File: config.mk
export PLATFORM = sky130hd
export DESIGN_NAME = area_strobe_and_dram_ctrl_regs
export DESIGN_NICKNAME = d
export VERILOG_FILES = /design/src/core/area_ctrl_pkg.sv /design/src/core/strobe_timing_if.sv /design/src/core/access_phase_seq.sv /design/src/core/area_strobe_and_dram_ctrl_regs.sv
export VERILOG_INCLUDE_DIRS = /design/src /design/src/core
export SDC_FILE = /design/constraint.sdc
export NUM_CORES = 1
export LEC_CHECK = 0
export BUFFER_PORTS_ARGS = -buffer_cell sky130_fd_sc_hd__clkbuf_2
export CAP_MARGIN = 20
export CORE_MARGIN = 2
export CORE_UTILIZATION = 45
export CTS_BUF_LIST = sky130_fd_sc_hd__clkbuf_4
export CTS_CLUSTER_SIZE = 28
export DETAILED_ROUTE_END_ITERATION = 6
export PLACE_DENSITY = 0.73
export SLEW_MARGIN = 20
export SYNTH_ARGS = -nofsm -noshare
export SYNTH_HDL_FRONTEND = slang
export SYNTH_SLANG_ARGS = --single-unit
File: constraint.sdc
create_clock -name ref_clk -period 1.73 [get_ports ref_clk]
set_input_delay 0.173 -clock ref_clk [delete_from_list [all_inputs] [get_ports ref_clk]]
set_output_delay 0.173 -clock ref_clk [all_outputs]
set_load 0.005 [all_outputs]
File: src/core/area_ctrl_defs.svh
`ifndef AREA_CTRL_DEFS_SVH
`define AREA_CTRL_DEFS_SVH

// ----------------------------------------
// Register byte offsets
// ----------------------------------------
`define AREA_TIMING_OFFSET 12'h000
`define DRAM_CTRL_OFFSET 12'h004
`define CTRL_STATUS_OFFSET 12'h008

// ----------------------------------------
// Reset values and writable masks
// ----------------------------------------
`define AREA_TIMING_RESET 32'h07777777
`define AREA_TIMING_WMASK 32'h07777777
`define DRAM_CTRL_RESET 32'h00000000
`define DRAM_CTRL_WMASK 32'hF8BBFFFF

// ----------------------------------------
// Per-area field layout (area n at 4n+2..4n)
// ----------------------------------------
`define AREA_STRIDE 4
`define AREA_SETUP_POS 2
`define AREA_HOLD_LSB 0
`define AREA_HOLD_W 2

// ----------------------------------------
// Dynamic memory control field positions
// ----------------------------------------
`define ROW_OPEN_POS 31
`define INIT_CMD_POS 30
`define REF_PRE_LSB 27
`define COL_NEG_POS 23
`define ROW_PRE_LSB 19
`define RCD_LSB 16
`define WR_PRE_LSB 13
`define REF_ROW_LSB 10
`define BURST_POS 9
`define BUS_SIZE_LSB 7
`define AMX_EXT_POS 6
`define AMX_SEL_LSB 3
`define REFRESH_EN_POS 2
`define REFRESH_MODE_POS 1
`define EDO_POS 0

// ----------------------------------------
// Status register field positions
// ----------------------------------------
`define STAT_STATE_LSB 0
`define STAT_BUSY_POS 2
`define STAT_PENDING_POS 3
`define STAT_CTRL_SEEN_POS 4

`endif

File: src/core/area_ctrl_pkg.sv
package area_ctrl_pkg;

   // Phase of one external static-memory access
   typedef enum logic [1:0] {
      PH_IDLE = 2'b00,
      PH_SETUP = 2'b01,
      PH_STROBE = 2'b10,
      PH_HOLD = 2'b11
   } phase_t;

   // Register selected by an APB address
   typedef enum logic [1:0] {
      SEL_NONE = 2'b00,
      SEL_TIMING = 2'b01,
      SEL_CTRL = 2'b10,
      SEL_STATUS = 2'b11
   } reg_sel_t;

endpackage

File: src/core/strobe_timing_if.sv
`timescale 1ns/10ps
interface strobe_timing_if;
   logic start;
   logic setup_en;
   logic [1:0] hold_cnt;
   logic strobe_end;
   logic strobe_allow;
   logic hold_active;
   logic done;
   logic busy;
   area_ctrl_pkg::phase_t phase;

   modport ctrl (
      output start, setup_en, hold_cnt, strobe_end,
      input strobe_allow, hold_active, done, busy, phase
   );
   modport seq (
      input start, setup_en, hold_cnt, strobe_end,
      output strobe_allow, hold_active, done, busy, phase
   );
endinterface // strobe_timing_if

File: src/core/access_phase_seq.sv
`timescale 1ns/10ps
module access_phase_seq (
   input wire logic ref_clk,
   input wire logic arst_n,
   input wire logic sync_clr,
   strobe_timing_if.seq tif
);

   area_ctrl_pkg::phase_t phase_q;
   logic [1:0] hold_q;
   logic [1:0] cnt_q;

   // ----------------------------------------
   // Phase sequencing
   // ----------------------------------------
   // Setup adds one cycle, strobe waits for the engine, hold counts down
   always_ff @(posedge ref_clk or negedge arst_n) begin
      if (!arst_n) begin
         phase_q <= area_ctrl_pkg::PH_IDLE;
         hold_q <= 2'h0;
         cnt_q <= 2'h0;
      end else if (sync_clr) begin
         phase_q <= area_ctrl_pkg::PH_IDLE;
         cnt_q <= 2'h0;
      end else begin
         case (phase_q)
            area_ctrl_pkg::PH_IDLE: begin
               if (tif.start) begin
                  hold_q <= tif.hold_cnt;
                  if (tif.setup_en) begin
                     phase_q <= area_ctrl_pkg::PH_SETUP;
                  end else begin
                     phase_q <= area_ctrl_pkg::PH_STROBE;
                  end
               end
            end
            area_ctrl_pkg::PH_SETUP: begin
               phase_q <= area_ctrl_pkg::PH_STROBE;
            end
            area_ctrl_pkg::PH_STROBE: begin
               // Strobe negated (write) or data sampled (read)
               if (tif.strobe_end) begin
                  if (hold_q == 2'h0) begin
                     phase_q <= area_ctrl_pkg::PH_IDLE;
                  end else begin
                     phase_q <= area_ctrl_pkg::PH_HOLD;
                     cnt_q <= hold_q - 2'h1;
                  end
               end
            end
            area_ctrl_pkg::PH_HOLD: begin
               if (cnt_q == 2'h0) begin
                  phase_q <= area_ctrl_pkg::PH_IDLE;
               end else begin
                  cnt_q <= cnt_q - 2'h1;
               end
            end
            default: begin
               phase_q <= area_ctrl_pkg::PH_IDLE;
            end
         endcase
      end
   end

   // Status towards the control side
   assign tif.phase = phase_q;
   assign tif.busy = (phase_q != area_ctrl_pkg::PH_IDLE);
   assign tif.strobe_allow = (phase_q == area_ctrl_pkg::PH_STROBE);
   assign tif.hold_active = (phase_q == area_ctrl_pkg::PH_HOLD);
   assign tif.done = ((phase_q == area_ctrl_pkg::PH_STROBE) && tif.strobe_end
                      && (hold_q == 2'h0))
                     || ((phase_q == area_ctrl_pkg::PH_HOLD) && (cnt_q == 2'h0));

endmodule // access_phase_seq

File: src/core/area_strobe_and_dram_ctrl_regs.sv
`timescale 1ns/10ps
`include "area_ctrl_defs.svh"

// How it works
// - Area timing register resets to 07777777 at power-on reset.
// - Manual reset and standby leave both registers untouched.
// - Reserved timing bits read zero; writes to them are dropped.
// - Area setup bit set adds one cycle before strobe assertion.
// - Writes get 0 to 3 hold cycles after strobe negation.
// - Reads get the same hold cycles after data sampling.
// - Setup and hold only apply to static-memory or burst-ROM areas.
// - Seven independent setup/hold groups at bits 4n+2 down to 4n.
// - Dynamic memory control register resets to all zeros.
// - Control bit 30 picks precharge-all or mode-register init command.
// - Control fields sit at their fixed positions, reserved bits zero.
module area_strobe_and_dram_ctrl_regs #(
   parameter int NUM_AREAS = 7,
   parameter int ADDR_W = 12
) (
   input wire logic ref_clk,
   input wire logic arst_n,
   // APB slave
   input wire logic psel,
   input wire logic penable,
   input wire logic pwrite,
   input wire logic [ADDR_W-1:0] paddr,
   input wire logic [31:0] pwdata,
   input wire logic [3:0] pstrb,
   output logic [31:0] prdata,
   output logic pready,
   output logic pslverr,
   // System state
   input wire logic manual_rst,
   input wire logic standby,
   // Bus engine side
   input wire logic [NUM_AREAS-1:0] area_static_type,
   input wire logic access_start,
   input wire logic [2:0] access_area,
   input wire logic strobe_end,
   output logic access_accept,
   output logic strobe_allow,
   output logic hold_active,
   output logic access_done,
   output logic applied_setup,
   output logic [1:0] applied_hold,
   // Applied dynamic memory control
   output logic row_open_policy,
   output logic init_command_select,
   output logic [2:0] refresh_end_precharge,
   output logic column_negate_period,
   output logic [2:0] row_precharge_period,
   output logic [1:0] row_to_column_delay,
   output logic [2:0] write_precharge_delay,
   output logic [2:0] refresh_row_period,
   output logic burst_enable,
   output logic [1:0] memory_bus_size,
   output logic addr_mux_extension,
   output logic [2:0] addr_mux_select,
   output logic refresh_enable,
   output logic refresh_mode,
   output logic extended_data_out_select
);

   // ----------------------------------------
   // Parameter checks
   // ----------------------------------------
   // Only seven groups fit below the reserved top bits
   generate
      if ((NUM_AREAS < 1) || (NUM_AREAS > 7)) begin : g_bad_areas
         $error("NUM_AREAS must lie between 1 and 7");
      end
      // Offsets are compared on the low 12 address bits
      if (ADDR_W < 12) begin : g_bad_addr
         $error("ADDR_W too narrow for the register map");
      end
      if (`AREA_HOLD_W != 2) begin : g_bad_hold
         $error("hold field must be two bits wide");
      end
   endgenerate

   // ----------------------------------------
   // Helper functions
   // ----------------------------------------
   // Map an APB address to a register
   function automatic area_ctrl_pkg::reg_sel_t decode(input logic [ADDR_W-1:0] addr);
      logic [11:0] low;
      low = addr[11:0];
      if (addr != ADDR_W'(low)) begin
         decode = area_ctrl_pkg::SEL_NONE;
      end else if (low == `AREA_TIMING_OFFSET) begin
         decode = area_ctrl_pkg::SEL_TIMING;
      end else if (low == `DRAM_CTRL_OFFSET) begin
         decode = area_ctrl_pkg::SEL_CTRL;
      end else if (low == `CTRL_STATUS_OFFSET) begin
         decode = area_ctrl_pkg::SEL_STATUS;
      end else begin
         decode = area_ctrl_pkg::SEL_NONE;
      end
   endfunction

   // Merge write data by byte strobe, keeping only writable bits
   function automatic logic [31:0] merge(input logic [31:0] old, input logic [31:0] wdata,
                                         input logic [3:0] strb, input logic [31:0] wmask);
      logic [31:0] lanes;
      lanes = {{8{strb[3]}}, {8{strb[2]}}, {8{strb[1]}}, {8{strb[0]}}};
      merge = ((old & ~lanes) | (wdata & lanes)) & wmask;
   endfunction

   // Setup bit of one area, zero for an area that does not exist
   function automatic logic area_setup(input logic [31:0] word, input logic [2:0] area);
      if (32'(area) < NUM_AREAS) begin
         area_setup = word[`AREA_STRIDE * area + `AREA_SETUP_POS];
      end else begin
         area_setup = 1'b0;
      end
   endfunction

   // Hold field of one area, zero for an area that does not exist
   function automatic logic [1:0] area_hold(input logic [31:0] word, input logic [2:0] area);
      if (32'(area) < NUM_AREAS) begin
         area_hold = word[`AREA_STRIDE * area + `AREA_HOLD_LSB +: `AREA_HOLD_W];
      end else begin
         area_hold = 2'h0;
      end
   endfunction

   // Writable mask of the timing register trimmed to the areas present
   function automatic logic [31:0] timing_mask();
      logic [31:0] m;
      m = 32'h00000000;
      for (int i = 0; i < NUM_AREAS; i++) begin
         m[`AREA_STRIDE * i +: 3] = 3'h7;
      end
      timing_mask = m & `AREA_TIMING_WMASK;
   endfunction

   // ----------------------------------------
   // Declarations
   // ----------------------------------------
   // Writable timing bits for the areas built
   localparam logic [31:0] TIMING_MASK = timing_mask();

   // Register state and decode nets
   logic [31:0] area_timing_q;
   logic [31:0] dram_ctrl_q;
   logic [31:0] ctrl_applied_q;
   logic [31:0] prdata_q;
   logic [31:0] read_mux;
   logic [31:0] status_word;
   logic pending_q;
   logic ctrl_seen_q;
   logic setup_q;
   logic [1:0] hold_q;
   logic apb_setup;
   logic apb_access;
   logic wr_timing;
   logic wr_ctrl;
   logic start_ok;
   logic area_static;
   area_ctrl_pkg::reg_sel_t sel;

   // Bundle between start logic and sequencer
   strobe_timing_if tif ();

   // ----------------------------------------
   // APB decode
   // ----------------------------------------
   // Zero-wait slave; any unmapped access or a write to the read-only status flags an error
   assign sel = decode(paddr);
   assign apb_setup = psel && !penable;
   assign apb_access = psel && penable;
   assign pready = 1'b1;
   assign pslverr = apb_access && ((sel == area_ctrl_pkg::SEL_NONE)
                    || (pwrite && (sel == area_ctrl_pkg::SEL_STATUS)));
   assign wr_timing = apb_access && pwrite && (sel == area_ctrl_pkg::SEL_TIMING);
   assign wr_ctrl = apb_access && pwrite && (sel == area_ctrl_pkg::SEL_CTRL);

   // ----------------------------------------
   // Area setup/hold timing register
   // ----------------------------------------
   // Only power-on reset loads its reset value; manual reset and standby do not reach it
   always_ff @(posedge ref_clk or negedge arst_n) begin
      if (!arst_n) begin
         area_timing_q <= `AREA_TIMING_RESET & TIMING_MASK;
      end else if (wr_timing) begin
         area_timing_q <= merge(area_timing_q, pwdata, pstrb, TIMING_MASK);
      end
   end

   // ----------------------------------------
   // Dynamic memory control register
   // ----------------------------------------
   // Reserved bits 26..24, 22 and 18 never store a one
   always_ff @(posedge ref_clk or negedge arst_n) begin
      if (!arst_n) begin
         dram_ctrl_q <= `DRAM_CTRL_RESET;
      end else if (wr_ctrl) begin
         dram_ctrl_q <= merge(dram_ctrl_q, pwdata, pstrb, `DRAM_CTRL_WMASK);
      end
   end

   // Remembers that software has written the control word since power-on
   always_ff @(posedge ref_clk or negedge arst_n) begin
      if (!arst_n) begin
         ctrl_seen_q <= 1'b0;
      end else if (wr_ctrl) begin
         ctrl_seen_q <= 1'b1;
      end
   end

   // ----------------------------------------
   // Read path
   // ----------------------------------------
   // Status shows the live access phase and pending values
   always_comb begin
      status_word = 32'h00000000;
      status_word[`STAT_STATE_LSB +: 2] = tif.phase;
      status_word[`STAT_BUSY_POS] = tif.busy;
      status_word[`STAT_PENDING_POS] = pending_q;
      status_word[`STAT_CTRL_SEEN_POS] = ctrl_seen_q;
   end

   // Register read multiplexer
   always_comb begin
      case (sel)
         area_ctrl_pkg::SEL_TIMING: read_mux = area_timing_q;
         area_ctrl_pkg::SEL_CTRL: read_mux = dram_ctrl_q;
         area_ctrl_pkg::SEL_STATUS: read_mux = status_word;
         default: read_mux = 32'h00000000;
      endcase
   end

   // Read data captured in the setup phase, stable through the access phase
   always_ff @(posedge ref_clk or negedge arst_n) begin
      if (!arst_n) begin
         prdata_q <= 32'h00000000;
      end else if (apb_setup && !pwrite) begin
         prdata_q <= read_mux;
      end
   end

   // Read data leaves straight from its register
   assign prdata = prdata_q;

   // ----------------------------------------
   // Access start and value application
   // ----------------------------------------
   // A start is taken only while idle, out of standby and manual reset
   assign start_ok = access_start && !tif.busy && !standby && !manual_rst;
   assign access_accept = start_ok;

   // Setup and hold count only for static-memory or burst-ROM areas
   assign area_static = (32'(access_area) < NUM_AREAS)
                        && area_static_type[access_area[$clog2(NUM_AREAS+1)-1:0]];

   // Request and timing values for the sequencer
   assign tif.start = start_ok;
   assign tif.setup_en = area_static && area_setup(area_timing_q, access_area);
   assign tif.hold_cnt = area_static ? area_hold(area_timing_q, access_area) : 2'h0;
   assign tif.strobe_end = strobe_end;

   // Values in force for the running access
   // They stand until the next accepted start
   always_ff @(posedge ref_clk or negedge arst_n) begin
      if (!arst_n) begin
         setup_q <= 1'b0;
         hold_q <= 2'h0;
      end else if (start_ok) begin
         setup_q <= tif.setup_en;
         hold_q <= tif.hold_cnt;
      end
   end

   // Control word switches over only at an access start
   always_ff @(posedge ref_clk or negedge arst_n) begin
      if (!arst_n) begin
         ctrl_applied_q <= `DRAM_CTRL_RESET;
      end else if (start_ok) begin
         ctrl_applied_q <= dram_ctrl_q;
      end
   end

   // Written but not yet applied; a write wins over a same-cycle apply
   // Shown in the status word
   always_ff @(posedge ref_clk or negedge arst_n) begin
      if (!arst_n) begin
         pending_q <= 1'b0;
      end else if (wr_timing || wr_ctrl) begin
         pending_q <= 1'b1;
      end else if (start_ok) begin
         pending_q <= 1'b0;
      end
   end

   // ----------------------------------------
   // Access phase sequencer
   // ----------------------------------------
   // Manual reset returns the sequencer to idle
   access_phase_seq u_seq (
      .ref_clk(ref_clk),
      .arst_n(arst_n),
      .sync_clr(manual_rst),
      .tif(tif.seq)
   );

   // Sequencer state and applied values to the pins
   assign strobe_allow = tif.strobe_allow;
   assign hold_active = tif.hold_active;
   assign access_done = tif.done;
   assign applied_setup = setup_q;
   assign applied_hold = hold_q;

   // ----------------------------------------
   // Applied dynamic memory fields
   // ----------------------------------------
   // Copies taken at the last accepted start
   assign row_open_policy = ctrl_applied_q[`ROW_OPEN_POS];
   assign init_command_select = ctrl_applied_q[`INIT_CMD_POS];
   assign refresh_end_precharge = ctrl_applied_q[`REF_PRE_LSB +: 3];
   assign column_negate_period = ctrl_applied_q[`COL_NEG_POS];
   assign row_precharge_period = ctrl_applied_q[`ROW_PRE_LSB +: 3];
   assign row_to_column_delay = ctrl_applied_q[`RCD_LSB +: 2];
   assign write_precharge_delay = ctrl_applied_q[`WR_PRE_LSB +: 3];
   assign refresh_row_period = ctrl_applied_q[`REF_ROW_LSB +: 3];
   assign burst_enable = ctrl_applied_q[`BURST_POS];
   assign memory_bus_size = ctrl_applied_q[`BUS_SIZE_LSB +: 2];
   assign addr_mux_extension = ctrl_applied_q[`AMX_EXT_POS];
   assign addr_mux_select = ctrl_applied_q[`AMX_SEL_LSB +: 3];
   assign extended_data_out_select = ctrl_applied_q[`EDO_POS];

   // Refresh is not tied to an access, so these follow the register directly
   assign refresh_enable = dram_ctrl_q[`REFRESH_EN_POS];
   assign refresh_mode = dram_ctrl_q[`REFRESH_MODE_POS];

endmodule // area_strobe_and_dram_ctrl_regs

Yosys cells after proc, flatten, opt, wreduce, memory -nomap -nowiden
Cells that the tools add are included.
{ "totals": {"inputBits": 67, "reg_bits": 118, "elab_cells": 98} }
{ "op_classes": {"n_mux": 25, "n_bitwise": 7, "n_eq_ne": 13, "addsub": 3, "n_shift": 1, "order_cmp": 3, "n_reduce_logical": 35} }
{ "op_table": {"columns": ["operator", "count"], "rows": [
  ["32-bit case mux with 3 select lines", 1],
  ["32-bit bitwise AND", 2],
  ["32-bit inverter", 1],
  ["32-bit OR", 1],
  ["32-bit by 6-bit indexed part select with 2-bit output", 1],
  ["2-bit two-way mux", 15],
  ["27-bit bitwise AND", 1],
  ["27-bit OR", 1],
  ["1-bit logical AND", 16],
  ["12-bit by 3-bit equality test with 1-bit output (second input constant)", 1],
  ["12-bit by 4-bit equality test with 1-bit output (second input constant)", 1],
  ["12-bit logical NOT", 1],
  ["3-bit inequality test (second input constant)", 4],
  ["2-bit equality test (second input constant)", 4],
  ["2-bit logical NOT", 4],
  ["2-bit case mux with 4 select lines", 1],
  ["5-bit by 2-bit adder with 6-bit output (second input constant)", 1],
  ["6-bit < comparator (second input constant)", 1],
  ["3-bit AND reduction", 2],
  ["1-bit binary-select mux with 5-bit select", 1],
  ["1-bit logical NOT", 5],
  ["1-bit two-way mux", 5],
  ["2-bit by 1-bit equality test with 1-bit output (second input constant)", 2],
  ["3-bit by 4-bit < comparator with 1-bit output (second input constant)", 1],
  ["other kinds (10)", 14]
]} }

Longest topological paths before layout
{ "depth": {"depth_word": 9, "depth_mapped": 7, "mapped_depth_nobuf": 5} }

Modules after synthesis
From an unflattened synthesis, not the netlist that was laid out.
{ "unflattened": {"cells_unflattened": 426, "hier_area_um2": 5057.4} }
{ "modules_own_cells": {"columns": ["module", "cells_per_inst", "area_per_inst_um2", "n_inst"], "rows": [
  ["area_strobe_and_dram_ctrl_regs", 392, 4735.8, 1],
  ["access_phase_seq", 34, 321.6, 1]
]} }

Least setup slack after synthesis
OpenSTA, ideal clock, no wires.
{ "synth_path": {"path_kind": "input port to flip-flop", "from": "input paddr[9]", "to": "register (tool-made name)", "required_ns": 1.605, "arrival_time_ns": 1.971, "cell_stages": 6, "path_slack_ns": -0.366, "path_cell_list": "or4_1 buf_2 nor4_4 and4b_1 buf_4 mux2_2"} }
{ "synth_lines": {"columns": ["element", "line_no", "source"], "rows": [
  ["from (decl)", "area_strobe_and_dram_ctrl_regs.sv:26", "input wire logic [ADDR_W-1:0] paddr,"]
]} }

Final worst setup path
{ "layout_path": {"from": "register u_seq.phase_q[0] (netlist: u_seq.tif.phase[0])", "to": "output access_done"} }
{ "layout_via": {"elab_chain_cells": 4, "word_cells_on_any_way": 6, "cone_classes": "eq/ne (2); reduce/logical (4)"} }
{ "layout_lines": {"columns": ["element", "line_no", "source"], "rows": [
  ["from (decl)", "access_phase_seq.sv:9", "area_ctrl_pkg::phase_t phase_q;"],
  ["from (signal assigned)", "access_phase_seq.sv:19", "phase_q <= area_ctrl_pkg::PH_IDLE;"],
  ["from (signal assigned)", "access_phase_seq.sv:23", "phase_q <= area_ctrl_pkg::PH_IDLE;"],
  ["from (signal assigned)", "access_phase_seq.sv:31", "phase_q <= area_ctrl_pkg::PH_SETUP;"],
  ["2-bit equality test", "access_phase_seq.sv:70", "assign tif.done = ((phase_q == area_ctrl_pkg::PH_STROBE) && tif.strobe_end"],
  ["1-bit logical AND", "access_phase_seq.sv:70", null],
  ["1-bit logical AND", "access_phase_seq.sv:71", "&& (hold_q == 2'h0))"],
  ["1-bit logical OR *", "access_phase_seq.sv:72", "|| ((phase_q == area_ctrl_pkg::PH_HOLD) && (cnt_q == 2'h0));"],
  ["to (decl)", "area_strobe_and_dram_ctrl_regs.sv:43", "output logic access_done,"]
]} }
Every way passes the cells marked *; elsewhere a longest branch is shown, timed or not.

==> summary.md <==
| Metric | Value |
|---|---|
| Worst path required time | 1.56 ns |
| Worst setup EP type | output pin |
| CTS buffer count | 17 |
| Post-Layout Cell Count | 814 |
| Routed WL | 14400 µm |
| Reg clk slew, reported paths | 0.11 ns |
| Failing checks | negative setup slack |
| Slowest-stage cell, CP | or4b_4 |
| Post-placement cell count | roughly 740 |
| Top post-synthesis cells by count | nand2_1, dfrtp_1, mux2_2 |
| Outcome | finished with violations |
| Layout Skew | approximately 0.014 ns |
| CTS root buf | clkbuf_4 |
| Internal reg-to-reg setup slack | 0.05 ns |
| Yosys warns | 0 |
| Synth top area cells | dfrtp_1, mux2_2, dfstp_2 |
| Initial DRC count | 311 |
| # rows | 38 |
| Register area share after synthesis | 0.577 |
| GRT Resource Usage Total | 0.249 |
| VDD IR max | 0.770 mV |
| Top cell type's share of synthesized area | 0.468 |
| Via-to-Cell Ratio | 5.31 |
| Post-place setup slack | -0.340 ns |
| Final hold vios | 0 |
| TritonCTS clock tree | yes |
| Synth-to-Final Area Change | 37.6% |
| Fmax achieved | 0.526 GHz |
| Synth Instances | around 470 |
| DR WL/cell | roughly 18 µm |
| Synth Area per Inst | 10.9 µm² |
| Period utilization | 1.10 |
| Critical-path maximum fanout | 4 |
| Post-synth EDFFs | 0 |
| Pwr dens | 751 nW/µm² |
| Dominant synthesized flop cell | dfrtp_1 |
| IO Pins | around 140 |
| Clock Sinks | 116 |
| Most frequent cell after synthesis | nand2_1 |
| Clk_lat worst skew | 0.50 ns |
| GP Congestion | 0.849 |
| Yosys reg bits | 116 |
| Number of nets in the layout | around 730 |
| Vias in the first global route | 4416 |
| Multi-input combinational cell area | ~2100 µm² |
| DP Wirelength | 10100 µm |
| # fillers | 884 |
| Htree depth | 4 |
| Die ar. | 12100 µm² |
| Antenna cells | 0 |
| MaxCap Viol Count | 0 |
| Die Ht | 110 µm |
| FFs w/ async S/R, synth | 1.00 |
| Slowest stage delay, CP | approximately 0.50 ns |
| Hold WC Path Type | input pin to register |
| CTS max path bufs | 2 |
| Cell type with the largest total area after synthesis | dfrtp_1 |
| Least-Margin Pin Slew | about 0.5 ns |
| DR pass1 iterations | 5 |
| Setup ws final | -0.170 ns |
| Unrepaired setup endpoints after global routing | true |
| GRT overflow | 0 |
| First-pass GRT wire length | around 23000 µm |
| Initial antenna violation count | 0 |
| CP Launch Type | register |
| CP Cell Sequence | or4b_4 -> a21oi_2 -> buf_2 |
| Port bufs | around 130 |
| Relative slew slack | 0.664 |
| Post-Syn Nets | 532 |
| Pin count of the biggest net entering global routing | between 40 and 50 |
| Register area | 2930 µm² |
| Die Wd | ~110 µm |
| CP Class | register to output pin |
| Layout cell share with drive strength beyond 1 | 0.432 |
| Starting Density | 0.464 |
| Core area | 10900 µm² |
| Mapped Area | 5080 µm² |
| Crit path DAT | 1.73 ns |
| Final setup viols | 2 |
| DRC | 0 |
| Final Max Tran Viols | 0 |
| Pleak | 3.59 nW |
| Minimum clock period | 1.90 ns |
| Post-route ant nets | 0 |
| DR vias | 4320 |
| Count of cell types in the netlist | 47 |
| Fin util | 0.639 |
cell families after synthesis:
group                  Yosys count  share of synthesized area
multiplexers                    62                      0.142
other                            1                   0.000739
AO/OA/AOI/OAI                   59                     0.0742
flip-flops                     116                      0.577
buffers and inverters           33                     0.0283
AND/OR/NAND/NOR                194                      0.177
report_power, final:
part / leakage [nW] / total, mW / internal, mW / switching [mW]
combinational: 1.88 / 0.379 / 0.173 / 0.205
sequential: 1.54 / 2.72 / 2.72 / 0.00197
clock: 0.168 / 2.15 / 1.15 / 1.00
total: 3.59 / 5.25 / 4.04 / 1.21
layer usage:
metal / vias up / global-route usage / share of wire
met4: 0 / 0.0607 / 0.016
li1: 1998 / - / -
met1: 2129 / 0.326 / 0.41
met3: 20 / 0.0629 / 0.072
met2: 173 / 0.416 / 0.50
met5: - / 0 / 0
layout by cell type, fill, tap and decap left out, drive strengths merged, types with 3 or more instances in the layout:
| cell | n |
|---|---|
| nor2b | 6 |
| dlygate4sd3 | 36 |
| nor2 | 5 |
| mux2 | 51 |
| clkbuf | 148 |
| dfstp | 21 |
| a21oi | 7 |
| bufinv | 4 |
| mux2i | 8 |
| nand3b | 3 |
| o211ai | 4 |
| or4 | 3 |
| o21ai | 22 |
| nand3 | 24 |
| dfrtp | 95 |
| buf | 42 |
| mux4 | 3 |
| nand2 | 133 |
| clkinv | 9 |
| a22oi | 17 |
cell type report:
cell class / instances / area share
clock inverters: 13 / 0.0235
flip-flops and latches: 116 / 0.419
clock buffers: 19 / 0.0204
repair buffers: 207 / 0.203
well taps: 140 / 0.0251
multi-input cells: 316 / 0.307
inverters: 3 / 0.00233
per-stage QoR:
step           setup TNS, ns  instance area (µm²)  total power [mW]  hold WS [ns]
3_5_place_dp          -17.67                 6230              3.07         0.176
6_report              -0.304                 6990              5.25        0.0567
3_3_place_gp          -15.08                 6230              3.06         0.174
5_1_grt               -0.469                 6990              5.45        0.0417
2_1_floorplan         -10.25                 5220              2.87        -0.123
4_1_cts               -0.355                 6960              5.28       -0.0714
worst max-delay path: cells and delay by family (launching register included):
kind	cells	cell delay [ns]
simple gates	1	0.50
buf+inv	1	0.13
compound gates	1	0.16
flops	1	0.44
final timing paths:
check / startpoint / endpoint / depth (start not counted)
hold reg to reg: prdata[11] / prdata[11] / 2
setup / recovery: u_seq.tif.phase[0] / access_done / 3
max in group asynchronous: arst_n / asynchronous set/reset pin / 3
min in group asynchronous: arst_n / applied_setup / 2
setup reg to reg: u_seq.tif.phase[0] / u_seq.hold_q[1] / 5
hold / removal: paddr[3] / pending_q / 2
repair_timing:
action                                  CTS  global route
setup buffers                             5             0
gates resized for setup                   8             7
pin swaps                                 3             1
hold buffers                             35             1
endpoints found under the hold margin    86             1
gates cloned                              0             0
endpoints found under the setup margin    3             5
Note: power is estimated with default switching activity, not from simulation.
